### config.mk
export PLATFORM = sky130hd
export DESIGN_NAME = cksw_regs
export DESIGN_NICKNAME = d
export VERILOG_FILES = /design/src/rtl/cksw_pkg.sv /design/src/rtl/cksw_regs.sv
export VERILOG_INCLUDE_DIRS = /design/src /design/src/rtl
export SDC_FILE = /design/constraint.sdc
export NUM_CORES = 1
export LEC_CHECK = 0
export BUFFER_PORTS_ARGS = -buffer_cell sky130_fd_sc_hd__buf_2
export CAP_MARGIN = 20
export CORE_ASPECT_RATIO = 1.2
export CORE_MARGIN = 3
export CORE_UTILIZATION = 60
export CTS_BUF_LIST = sky130_fd_sc_hd__clkbuf_4 sky130_fd_sc_hd__clkbuf_8
export DETAILED_ROUTE_END_ITERATION = 6
export PLACE_DENSITY = 0.87
export RECOVER_POWER = 100
export SLEW_MARGIN = 20
export SYNTH_ARGS = -nofsm -noshare
export SYNTH_HDL_FRONTEND = slang
export SYNTH_SLANG_ARGS = --single-unit
### constraint.sdc
create_clock -name ref_clk -period 2.3 [get_ports ref_clk]
set_input_delay 0 -clock ref_clk [delete_from_list [all_inputs] [get_ports ref_clk]]
set_output_delay 0 -clock ref_clk [all_outputs]
set_load 0.05 [all_outputs]
### src/rtl/cksw_params.svh
// Function
// - debug reads live line state, upper zero
// - scratch byte read/write/set/clear, resets zero
// - control register write/set/clear at three addresses
// - irq enable write/set/clear at three addresses
// - data line one high without rx route
// - bit one grounds id; bit zero reads zero
// - bit two routes data zero to dm
// - bit three routes dp to data one
// - bit four closes dm-left switch; bit7 zero
// - dp to right/mic if bit5 or bit6
// - uart data reaches enabled audio pins
// - audio switches disable single-ended receivers
// - id float rise raises alt interrupt
// - id float fall raises alt interrupt
// - irq enable bits 7:6,4:2 read zero
// - conversion done irq, ORed vendor enable
// - conversion done flag after conversion time
`ifndef CKSW_PARAMS_SVH
`define CKSW_PARAMS_SVH
`define CKSW_ADDR_DEBUG 6'h15
`define CKSW_ADDR_SCR_W 6'h16
`define CKSW_ADDR_SCR_S 6'h17
`define CKSW_ADDR_SCR_C 6'h18
`define CKSW_ADDR_CTL_W 6'h19
`define CKSW_ADDR_CTL_S 6'h1A
`define CKSW_ADDR_CTL_C 6'h1B
`define CKSW_ADDR_IEN_W 6'h1D
`define CKSW_ADDR_IEN_S 6'h1E
`define CKSW_ADDR_IEN_C 6'h1F
`define CKSW_CTL_MASK 8'h7E
`define CKSW_IEN_MASK 8'h23
`define CKSW_RESET_VAL 8'h00
`define CKSW_CONV_TIME_NS 282000
`define CKSW_CLK_PERIOD_NS 10
`endif

### src/rtl/cksw_pkg.sv
package cksw_pkg;
  typedef enum logic [1:0] {
    CKSW_OP_WRITE = 2'b00,
    CKSW_OP_SET = 2'b01,
    CKSW_OP_CLEAR = 2'b10,
    CKSW_OP_NONE = 2'b11
  } cksw_op_t;
  typedef struct packed {
    logic valid;
    logic write;
    logic [5:0] addr;
    logic [7:0] data;
  } cksw_req_t;
  typedef struct packed {
    logic valid;
    logic hit;
    logic [7:0] data;
  } cksw_rsp_t;
  typedef struct packed {
    logic idGround;
    logic dmFromTx;
    logic data1FromDp;
    logic data1High;
    logic dmToLeft;
    logic dpToRightMic;
    logic seRxDisable;
  } cksw_route_t;
endpackage

### src/rtl/cksw_regs.sv
`timescale 1ns/1ps
`include "cksw_params.svh"
module cksw_regs #(
  parameter int unsigned CONV_CYCLES =
    `CKSW_CONV_TIME_NS / `CKSW_CLK_PERIOD_NS
) (
  // clock, reset, enable
  input wire logic ref_clk,
  input wire logic resetn,
  input wire logic clkEn,
  // register access from the link
  input wire cksw_pkg::cksw_req_t regReq,
  output cksw_pkg::cksw_rsp_t regRsp,
  // device status
  input wire logic [1:0] lineState,
  input wire logic idFloating,
  input wire logic convStart,
  input wire logic vendorRidIrqEn,
  input wire logic convDoneClear,
  // switch routing and interrupt
  output cksw_pkg::cksw_route_t route,
  output logic idResistorConvDone,
  output logic altInt
);
  import cksw_pkg::*;

  // counter is 24 bits wide; longer conversions are refused
  if (CONV_CYCLES < 1) begin : g_convShort
    $error("conversion cycle count must be at least one");
  end
  if (CONV_CYCLES > 32'h00FFFFFF) begin : g_convLong
    $error("conversion cycle count exceeds the counter");
  end

  logic [7:0] scratchReg;
  logic [7:0] ctlReg;
  logic [7:0] ienReg;
  logic idFloatPrevReg;
  logic [23:0] convCntReg;
  logic convBusyReg;
  logic convDonePrevReg;
  cksw_op_t scrOp, ctlOp, ienOp;
  logic [7:0] rdData;
  logic rdHit;
  // helpers for the edge detectors, interrupt enable and named register bit views
  logic primedReg;
  logic id_open_rise_en;
  logic id_open_fall_en;
  logic convDoneRise;
  logic ridIrqEnable;
  logic idGroundDrive;
  logic uartTxRouteEn;
  logic uartRxRouteEn;
  logic leftAudioSwitch;
  logic rightAudioSwitch;
  logic monoMicSwitch;
  logic idOpenRiseEn;
  logic idOpenFallEn;
  logic idResistorIrqEn;

  // named views of the register bits
  assign idGroundDrive = ctlReg[1];
  assign uartTxRouteEn = ctlReg[2];
  assign uartRxRouteEn = ctlReg[3];
  assign leftAudioSwitch = ctlReg[4];
  assign rightAudioSwitch = ctlReg[5];
  assign monoMicSwitch = ctlReg[6];
  assign idOpenRiseEn = ienReg[0];
  assign idOpenFallEn = ienReg[1];
  assign idResistorIrqEn = ienReg[5];

  function automatic logic [7:0] applyOp(input cksw_op_t op,
      input logic [7:0] cur, input logic [7:0] wd,
      input logic [7:0] mask);
    logic [7:0] r;
    r = cur;
    case (op)
      CKSW_OP_WRITE: r = wd;
      CKSW_OP_SET: r = cur | wd;
      CKSW_OP_CLEAR: r = cur & ~wd;
      default: r = cur;
    endcase
    return r & mask;
  endfunction

  // one decoder per register keeps each write path separate
  always_comb begin
    scrOp = CKSW_OP_NONE;
    if (regReq.valid && regReq.write) begin
      case (regReq.addr)
        `CKSW_ADDR_SCR_W: scrOp = CKSW_OP_WRITE;
        `CKSW_ADDR_SCR_S: scrOp = CKSW_OP_SET;
        `CKSW_ADDR_SCR_C: scrOp = CKSW_OP_CLEAR;
        default: ;
      endcase
    end
  end

  always_comb begin
    ctlOp = CKSW_OP_NONE;
    if (regReq.valid && regReq.write) begin
      case (regReq.addr)
        `CKSW_ADDR_CTL_W: ctlOp = CKSW_OP_WRITE;
        `CKSW_ADDR_CTL_S: ctlOp = CKSW_OP_SET;
        `CKSW_ADDR_CTL_C: ctlOp = CKSW_OP_CLEAR;
        default: ;
      endcase
    end
  end

  always_comb begin
    ienOp = CKSW_OP_NONE;
    if (regReq.valid && regReq.write) begin
      case (regReq.addr)
        `CKSW_ADDR_IEN_W: ienOp = CKSW_OP_WRITE;
        `CKSW_ADDR_IEN_S: ienOp = CKSW_OP_SET;
        `CKSW_ADDR_IEN_C: ienOp = CKSW_OP_CLEAR;
        default: ;
      endcase
    end
  end

  // scratch steers nothing else
  always_ff @(posedge ref_clk or negedge resetn) begin
    if (!resetn) begin
      scratchReg <= `CKSW_RESET_VAL;
    end else if (clkEn) begin
      scratchReg <= applyOp(scrOp, scratchReg, regReq.data,
        8'hFF);
    end
  end

  // bit zero and bit seven are wired to zero by the mask
  always_ff @(posedge ref_clk or negedge resetn) begin
    if (!resetn) begin
      ctlReg <= `CKSW_RESET_VAL;
    end else if (clkEn) begin
      ctlReg <= applyOp(ctlOp, ctlReg, regReq.data,
        `CKSW_CTL_MASK);
    end
  end

  // unimplemented detect enables read back as zero
  always_ff @(posedge ref_clk or negedge resetn) begin
    if (!resetn) begin
      ienReg <= `CKSW_RESET_VAL;
    end else if (clkEn) begin
      ienReg <= applyOp(ienOp, ienReg, regReq.data,
        `CKSW_IEN_MASK);
    end
  end

  // reads have no side effects, so each alias returns the same byte
  always_comb begin
    rdHit = 1'b1;
    case (regReq.addr)
      `CKSW_ADDR_DEBUG: rdData = {6'h00, lineState};
      `CKSW_ADDR_SCR_W: rdData = scratchReg;
      `CKSW_ADDR_SCR_S: rdData = scratchReg;
      `CKSW_ADDR_SCR_C: rdData = scratchReg;
      `CKSW_ADDR_CTL_W: rdData = ctlReg;
      `CKSW_ADDR_CTL_S: rdData = ctlReg;
      `CKSW_ADDR_CTL_C: rdData = ctlReg;
      `CKSW_ADDR_IEN_W: rdData = ienReg;
      `CKSW_ADDR_IEN_S: rdData = ienReg;
      `CKSW_ADDR_IEN_C: rdData = ienReg;
      default: begin
        rdData = 8'h00;
        rdHit = 1'b0;
      end
    endcase
  end

  // answer stands one cycle, held while the enable is low
  always_ff @(posedge ref_clk or negedge resetn) begin
    if (!resetn) begin
      regRsp <= '0;
    end else if (clkEn) begin
      regRsp.valid <= regReq.valid && !regReq.write;
      regRsp.hit <= rdHit;
      regRsp.data <= rdData;
    end
  end

  // routing follows the register one cycle late, from flops
  logic idGroundReg;
  logic dmFromTxReg;
  logic data1FromDpReg;
  logic data1HighReg;
  logic dmToLeftReg;
  logic dpToRightMicReg;
  logic seRxDisableReg;

  always_ff @(posedge ref_clk or negedge resetn) begin
    if (!resetn) begin
      idGroundReg <= 1'b0;
    end else if (clkEn) begin
      idGroundReg <= idGroundDrive;
    end
  end

  always_ff @(posedge ref_clk or negedge resetn) begin
    if (!resetn) begin
      dmFromTxReg <= 1'b0;
    end else if (clkEn) begin
      dmFromTxReg <= uartTxRouteEn;
    end
  end

  always_ff @(posedge ref_clk or negedge resetn) begin
    if (!resetn) begin
      data1FromDpReg <= 1'b0;
    end else if (clkEn) begin
      data1FromDpReg <= uartRxRouteEn;
    end
  end

  // data line one idles high while the receive route is off
  always_ff @(posedge ref_clk or negedge resetn) begin
    if (!resetn) begin
      data1HighReg <= 1'b1;
    end else if (clkEn) begin
      data1HighReg <= !uartRxRouteEn;
    end
  end

  // switches pass whatever dm/dp carry, uart included
  always_ff @(posedge ref_clk or negedge resetn) begin
    if (!resetn) begin
      dmToLeftReg <= 1'b0;
    end else if (clkEn) begin
      dmToLeftReg <= leftAudioSwitch;
    end
  end

  always_ff @(posedge ref_clk or negedge resetn) begin
    if (!resetn) begin
      dpToRightMicReg <= 1'b0;
    end else if (clkEn) begin
      dpToRightMicReg <= rightAudioSwitch | monoMicSwitch;
    end
  end

  always_ff @(posedge ref_clk or negedge resetn) begin
    if (!resetn) begin
      seRxDisableReg <= 1'b0;
    end else if (clkEn) begin
      seRxDisableReg <= leftAudioSwitch | rightAudioSwitch
        | monoMicSwitch;
    end
  end

  assign route = {idGroundReg, dmFromTxReg, data1FromDpReg, data1HighReg,
    dmToLeftReg, dpToRightMicReg, seRxDisableReg};

  // conversion timer; a new start restarts the count
  logic convLastCycle;
  assign convLastCycle = convBusyReg
    && (convCntReg == 24'(CONV_CYCLES - 1));

  always_ff @(posedge ref_clk or negedge resetn) begin
    if (!resetn) begin
      convCntReg <= 24'h000000;
    end else if (clkEn) begin
      if (convStart) begin
        convCntReg <= 24'h000000;
      end else if (convBusyReg && !convLastCycle) begin
        convCntReg <= convCntReg + 24'h000001;
      end
    end
  end

  // busy spans exactly the programmed cycle count
  always_ff @(posedge ref_clk or negedge resetn) begin
    if (!resetn) begin
      convBusyReg <= 1'b0;
    end else if (clkEn) begin
      if (convStart) begin
        convBusyReg <= 1'b1;
      end else if (convLastCycle) begin
        convBusyReg <= 1'b0;
      end
    end
  end

  // finishing wins over a clear; a clear is ignored while busy
  always_ff @(posedge ref_clk or negedge resetn) begin
    if (!resetn) begin
      idResistorConvDone <= 1'b0;
    end else if (clkEn) begin
      if (convStart) begin
        idResistorConvDone <= 1'b0;
      end else if (convLastCycle) begin
        idResistorConvDone <= 1'b1;
      end else if (convDoneClear && !convBusyReg) begin
        idResistorConvDone <= 1'b0;
      end
    end
  end

  // the id float edge detectors stay blind on the first edge after reset,
  // so a pin already floating at release raises no interrupt
  always_ff @(posedge ref_clk or negedge resetn) begin
    if (!resetn) begin
      primedReg <= 1'b0;
    end else if (clkEn) begin
      primedReg <= 1'b1;
    end
  end

  always_ff @(posedge ref_clk or negedge resetn) begin
    if (!resetn) begin
      idFloatPrevReg <= 1'b0;
    end else if (clkEn) begin
      idFloatPrevReg <= idFloating;
    end
  end

  always_ff @(posedge ref_clk or negedge resetn) begin
    if (!resetn) begin
      convDonePrevReg <= 1'b0;
    end else if (clkEn) begin
      convDonePrevReg <= idResistorConvDone;
    end
  end

  // vendor enable lives outside this block and is ORed in here
  assign id_open_rise_en = primedReg && idFloating && !idFloatPrevReg;
  assign id_open_fall_en = primedReg && !idFloating && idFloatPrevReg;
  assign convDoneRise = idResistorConvDone && !convDonePrevReg;
  assign ridIrqEnable = idResistorIrqEn || vendorRidIrqEn;

  // one pulse per cycle with any enabled event, all merged onto the alt interrupt
  always_ff @(posedge ref_clk or negedge resetn) begin
    if (!resetn) begin
      altInt <= 1'b0;
    end else if (clkEn) begin
      altInt <= (idOpenRiseEn && id_open_rise_en)
        || (idOpenFallEn && id_open_fall_en)
        || (ridIrqEnable && convDoneRise);
    end
  end
endmodule

==> run_results.csv, run 1 <==
group,metric,value,unit
status,status,"finished, violations left",
status,violations,"capacitance limit, slew limit",
setup_path,cp_max_fo,5,
placement,gp_congestion,0.907,
cts,cts_tree,"built",
placement,dpl.hpwl,5590,um
cts,numCtsBuffers,9,
route,via_per_inst,6.31,
floorplanning,die_w,74.3,um
setup_path,cp-end-kind,"flop",
synth,ys_warn_count,0,
cts,cts-htree-levels,3,
timing,period_minus_slack,2.17,ns
hold_path,hp-class,"in -> reg",
global_routing,track_usage,27.8,%
setup_path,criticalPathCategory,"reg -> reg",
route,route.vias.total,3010,
timing,worstMarginPinSlew,1.78,ns
global_routing,antenna_found_initial,0,
floorplanning,die_height,88.0,um
synth,netlist_top_cells_count,"dfrtp_1, nor2_1, inv_1, o21ai_0, a21oi_1",
synth,synth_area_per_cell,9.49,sq um
setup_path,rrSetupSlack,0.13,ns
global_routing,grt_max_degree,35,
global_routing,grt_busiest_layer,"met2",
timing,slew_headroom,-18.9,%
floorplanning,die_area,0.00654,sq mm
floorplanning,core-area,0.00537,sq mm
cts,clockBufferDepth,2,
synth,yosysMostFrequentCell,"dfrtp_1",
placement,portBuffers,43,
job,drv_cap,1,
global_routing,use_met1,31.2,%
final_layout,drive_gt1_share,13.3,%
setup_path,cp.arrival,2.40,ns
synth,async_flop_share,100,%
cts,ctsResizeCount,0,
route,detail-route-antenna-nets,0,
synth,synth_area_leaders,"dfrtp_1, o21ai_0, a21oi_1, nor2_1, a22o_1",
timing,fin_tns_setup,0,ns
timing,finalSetupViolations,0,
timing,rsz0062_at_grt,"false",
setup_path,slowest_delay,0.50,ns
timing,hold_viol,0,
timing,max_freq,462,MHz
global_routing,grt_pass1_wl,13800,um
cts,cts_sinks,64,
power_and_ir_drop,ir_worst_vdd,0.000491,V
route,initialDrtViolationCount,261,
timing,slew_viol_final,35,
global_routing,grt-ovfl-total,0,
power_and_ir_drop,p_per_area,655,mW/mm^2
timing,hold-worst-slack,0.0957,ns
route,drt_pass1_iterations,6,
synth,netlist_area,0.00336,sq mm
synth,synthCells,354,
floorplanning,row_count,29,
route,wl,8290,um
setup_path,worstSetupStartpointType,"flop",
synth,yosysTopAreaCell,"dfrtp_1",
final_layout,syn_to_final_growth,16.0,%
timing,fin_crit_sh,94.2,%
setup_path,cpMaxStageDelayCell,"or4b_1",
global_routing,use_met3,8.38,%
synth,synth_nets,383,
setup_path,crit_required,2.53,ns
cts,clkLatencyLatePin,0.35,ns
final_layout,fin_nets,439,
floorplanning,pin_count,44,
floorplanning,initial_core_util,62.6,%
synth,synth_edf_count,0,
timing,finalClockSkew,0.00817,ns
synth,synthDominantCellAreaShare,46.9,%
global_routing,met2_usage,47.6,%
route,drc,0,
cts,clk_pin_slew,0.07,ns
setup_path,cp_cell_sequence,"or4b_1, or3_1, nor4_4, nor3_1, a211oi_1",
final_layout,diodes,0,
global_routing,grt_pass1_vias,3046,
synth,seq_area_frac_synth,47.7,%
cts,clk_root_buffer_cell,"clkbuf_8",
synth,synth_seq_cells,64,
route,post_drt_wl_per_cell,17.4,um
synth,synth_ff_type,"dfrtp_1",
power_and_ir_drop,p_leak,1.65,nW
synth,ys_types,49,
==> kinds of logic after synthesis <==
kind of cell | share of synthesized area [%]
DFF | 47.7
and+or+nand+nor | 21.7
buffers and inverters | 5.59
muxes | 2.31
adders and majority gates | 1.49
xor gates and xnor gates | 3.91
AOI/OAI and AO/OA | 17.3
==> power breakdown <==
part | switching (W) | internal (W) | leakage, nW
Combinational | 0.000211 | 0.000117 | 0.709
Sequential | 0.0000615 | 0.00120 | 0.847
Clock | 0.000466 | 0.000499 | 0.0916
Total | 0.000738 | 0.00182 | 1.65
==> critical path, delay by kind of cell (launching register included) <==
kind	cells	cell delay [ns]
AO/OA/AOI/OAI	1	0.25
flip-flops	1	0.41
AND/OR/NAND/NOR	4	1.39
==> state kept, by name, indices dropped and copies added (netlist names), 3 cells and up <==
register / cells
ienReg: 3
convCntReg: 24
regRsp: 10
scratchReg: 8
ctlReg: 6
==> final timing paths <==
check                                from                 end  cells after the start
max reg2reg                convCntReg[21]      convCntReg[16]                      5
min reg2reg                  data1HighReg        data1HighReg                      2
max in group asynchronous          resetn         dmToLeftReg                      3
max                        convCntReg[21]      convCntReg[16]                      5
min in group asynchronous          resetn       convCntReg[9]                      2
min                         convDoneClear  idResistorConvDone                      4
==> metrics by stage <==
step	instances	instance area (sq um)	setup slack, ns	power [W]	util [%]
6_report	477	3900	0.134	0.00255	72.6
5_1_grt	477	3900	0.0267	0.00267	72.6
4_1_cts	477	3950	0.156	0.00257	73.6
3_5_place_dp	446	3610	0.189	0.00159	67.2
3_3_place_gp	446	3610	0.202	0.00158	67.2
2_1_floorplan	354	3360	0.350	0.00148	-
==> per-layer routing <==
metal  wire (um)  part of all wire [%]
met5           0                     0
met1        3260                    39
met3         477                   5.8
met2        4300                    52
met4         245                   3.0
==> layout make-up <==
cell class	instances	area (sq um)
Timing Repair Buffer	66	380
Inverter	22	82.6
Fill cell	396	1470
Clock inverter	7	71.3
Sequential cell	64	1600
Tap cell	62	77.6
Clock buffer	9	124
Multi-Input combinational cell	247	1560
==> timing repair <==
item                       in CTS  in global routing
hold buffers                   15                  0
hold endpoints to repair       52                  0
setup endpoints to repair       0                  0
buffers inserted                0                  0
==> layout by cell type, fill, tap and decap left out, types with 3 or more instances in the layout <==
cell type | netlist | routed
o21ai_0 | 22 | 22
a31oi_1 | 3 | 3
and3_1 | 6 | 6
or3_1 | 7 | 8
inv_1 | 22 | 22
xnor2_1 | 4 | 4
a21oi_1 | 21 | 21
buf_4 | 7 | 3
nand2_1 | 20 | 20
o22ai_1 | 15 | 15
nor2b_1 | 11 | 11
clkbuf_8 | 0 | 9
mux2_2 | 6 | 6
clkbuf_1 | 13 | 26
buf_2 | 0 | 21
nand4_1 | 7 | 7
clkinvlp_4 | 0 | 3
nor4_1 | 5 | 6
dlygate4sd3_1 | 0 | 15
dfrtp_1 | 63 | 63
nor3_1 | 11 | 11
xor2_1 | 11 | 11
a22o_1 | 11 | 11
nand3b_1 | 3 | 3
nor2_1 | 26 | 26
nand3_1 | 11 | 11
and4_1 | 4 | 4
ha_1 | 4 | 4
or2_2 | 4 | 4
a22oi_1 | 5 | 5
a222oi_1 | 3 | 3
(Power assumes the default switching activity.)
==> run 2, diff against run 1 <==
- CORE_UTILIZATION: 60 -> 40
- PLACE_DENSITY: 0.87 -> 0.64
- TNS_END_PERCENT: not set -> 50
- clock period: 2.3 -> 2.6 ns (I/O delays scaled with it)
==> run 2 against run 1 <==
  * Highest routed layer unchanged
  * Clock-buffer cell count up 1
  * Combinational power down 13%
  * Non-clock buffer count down 1
  * Die area up 46%
  * The run still ends with capacitance limit, slew limit left
==> run_results.csv, run 2 (synthesis gave the netlist of run 1 again) <==
group,metric,value,unit
status,status,"finished, violations left",
status,violations,"capacitance limit, slew limit",
timing,max_freq,478,MHz
timing,finalSetupViolations,0,
floorplanning,row_count,36,
cts,cts-htree-levels,3,
placement,gp_congestion,0.847,
final_layout,regMostFlops,"convCntReg",
final_layout,drive_gt1_share,13.5,%
timing,finalClockSkew,0.0147,ns
route,detail-route-antenna-nets,0,
cts,cts_tree,"built",
cts,clockBufferDepth,2,
cts,clk_root_buffer_cell,"clkbuf_8",
route,met2_length,3980,um
final_layout,largest_register_ffs,24,
timing,fin_tns_setup,0,ns
final_layout,reg_top3,"convCntReg x24, regRsp x10, scratchReg x8",
placement,portBuffers,43,
final_layout,fillCellCount,795,
global_routing,grt_max_degree,32,
setup_path,cp-end-kind,"flop",
placement,dpl.hpwl,5780,um
cts,holdBufCountCts,14,
cts,post_cts_buffers,0,
setup_path,crit_required,2.83,ns
route,drc,0,
route,route.vias.total,2810,
timing,worstMarginPinSlew,1.63,ns
setup_path,cp_max_fo,5,
final_layout,diodes,0,
route,initialDrtViolationCount,97,
power_and_ir_drop,p_per_area,586,mW/mm^2
route,via_per_inst,5.32,
setup_path,criticalPathCategory,"reg -> reg",
floorplanning,die_w,89.7,um
cts,cts_sinks,64,
power_and_ir_drop,p_leak,1.67,nW
setup_path,worstSetupStartpointType,"flop",
cts,ctsResizeCount,0,
route,drt_pass1_iterations,4,
floorplanning,die_area,0.00954,sq mm
cts,numCtsBuffers,9,
floorplanning,core-area,0.00815,sq mm
timing,slew_viol_final,32,
route,route.met3.wl,303,um
route,wl,7910,um
floorplanning,pin_count,44,
route,m1WireLength,3450,um
placement,pre_cts_slack,0.500,ns
global_routing,track_usage,18.2,%
power_and_ir_drop,ir_worst_vdd,0.000294,V
final_layout,layout_commonest_cell,"dfrtp_1",
timing,rsz0062_at_grt,"false",
final_layout,postLayoutCoreUtil,48.8,%
cts,clkLatencyLatePin,0.34,ns
global_routing,grt_pass1_wl,13500,um
timing,slew_headroom,-8.91,%
global_routing,grt_pass1_vias,2842,
floorplanning,initial_core_util,41.2,%
route,post_drt_wl_per_cell,15.0,um
job,drv_cap,1,
cts,clk_pin_slew,0.07,ns
timing,hold_viol,0,
timing,fin_crit_sh,80.4,%
hold_path,hp-class,"in -> reg",
timing,period_minus_slack,2.09,ns
route,highest_layer,"met4",
final_layout,syn_to_final_growth,18.4,%
timing,fin_ws,0.509,ns
floorplanning,die_height,106,um
final_layout,fin_nets,438,
setup_path,cp.arrival,2.32,ns
global_routing,antenna_found_initial,0,
power_and_ir_drop,p_total,0.00233,W
final_layout,layout_common_cells,"dfrtp_1, nor2_1, clkbuf_1, inv_1, o21ai_0",
global_routing,grt-ovfl-total,0,
run 2: path summary, 6_finish.rpt:
check                      cells past startpoint  slack, ns            from                 end
min reg2reg                                    1       0.48       primedReg           primedReg
min in group asynchronous                      2       0.61          resetn  idResistorConvDone
max in group asynchronous                      3       0.79          resetn       convCntReg[8]
max                                            5       0.51  convCntReg[21]         convBusyReg
max reg2reg                                    5       0.51  convCntReg[21]         convBusyReg
min                                            2       0.03       regReq[9]           ctlReg[6]
run 2: power by group:
group	leakage (nW)	switching, W	internal, W
Clock	0.113	0.000382	0.000547
Combinational	0.710	0.000183	0.000104
Sequential	0.847	0.0000528	0.00106
Total	1.67	0.000618	0.00171
run 2: critical path, stage by stage (launching register included):
cell and delay, ns:
dfrtp_1 0.41, or4b_1 0.50, or3_1 0.36, nor4_4 0.41, nand2_1 0.09, a21o_1 0.21
run 2: metal layers:
| layer | up-vias | GRT usage (%) |
|---|---|---|
| met3 | 17 | 4.03 |
| met4 | 0 | 7.77 |
| met2 | 59 | 29.4 |
| met1 | 1348 | 22.9 |
| met5 | - | 0 |
| li1 | 1386 | - |
run 2: stage by stage:
| step | hold slack, ns | instances | area (sq um) |
|---|---|---|---|
| global placement | 0.0751 | 498 | 3670 |
| global route | 0.0377 | 528 | 3980 |
| detailed placement | 0.0966 | 498 | 3670 |
| finish | 0.0300 | 528 | 3980 |
| CTS | 0.00798 | 528 | 4030 |
| floorplan | -0.296 | 354 | 3360 |
run 2: final cells by class:
type | instances | area, sq um | area share (%)
Clock buffer | 10 | 131 | 3.30
Inverter | 22 | 82.6 | 2.08
Sequential cell | 64 | 1600 | 40.3
Timing Repair Buffer | 65 | 377 | 9.47
Multi-Input combinational cell | 247 | 1560 | 39.2
Tap cell | 114 | 143 | 3.59
Clock inverter | 6 | 83.8 | 2.11
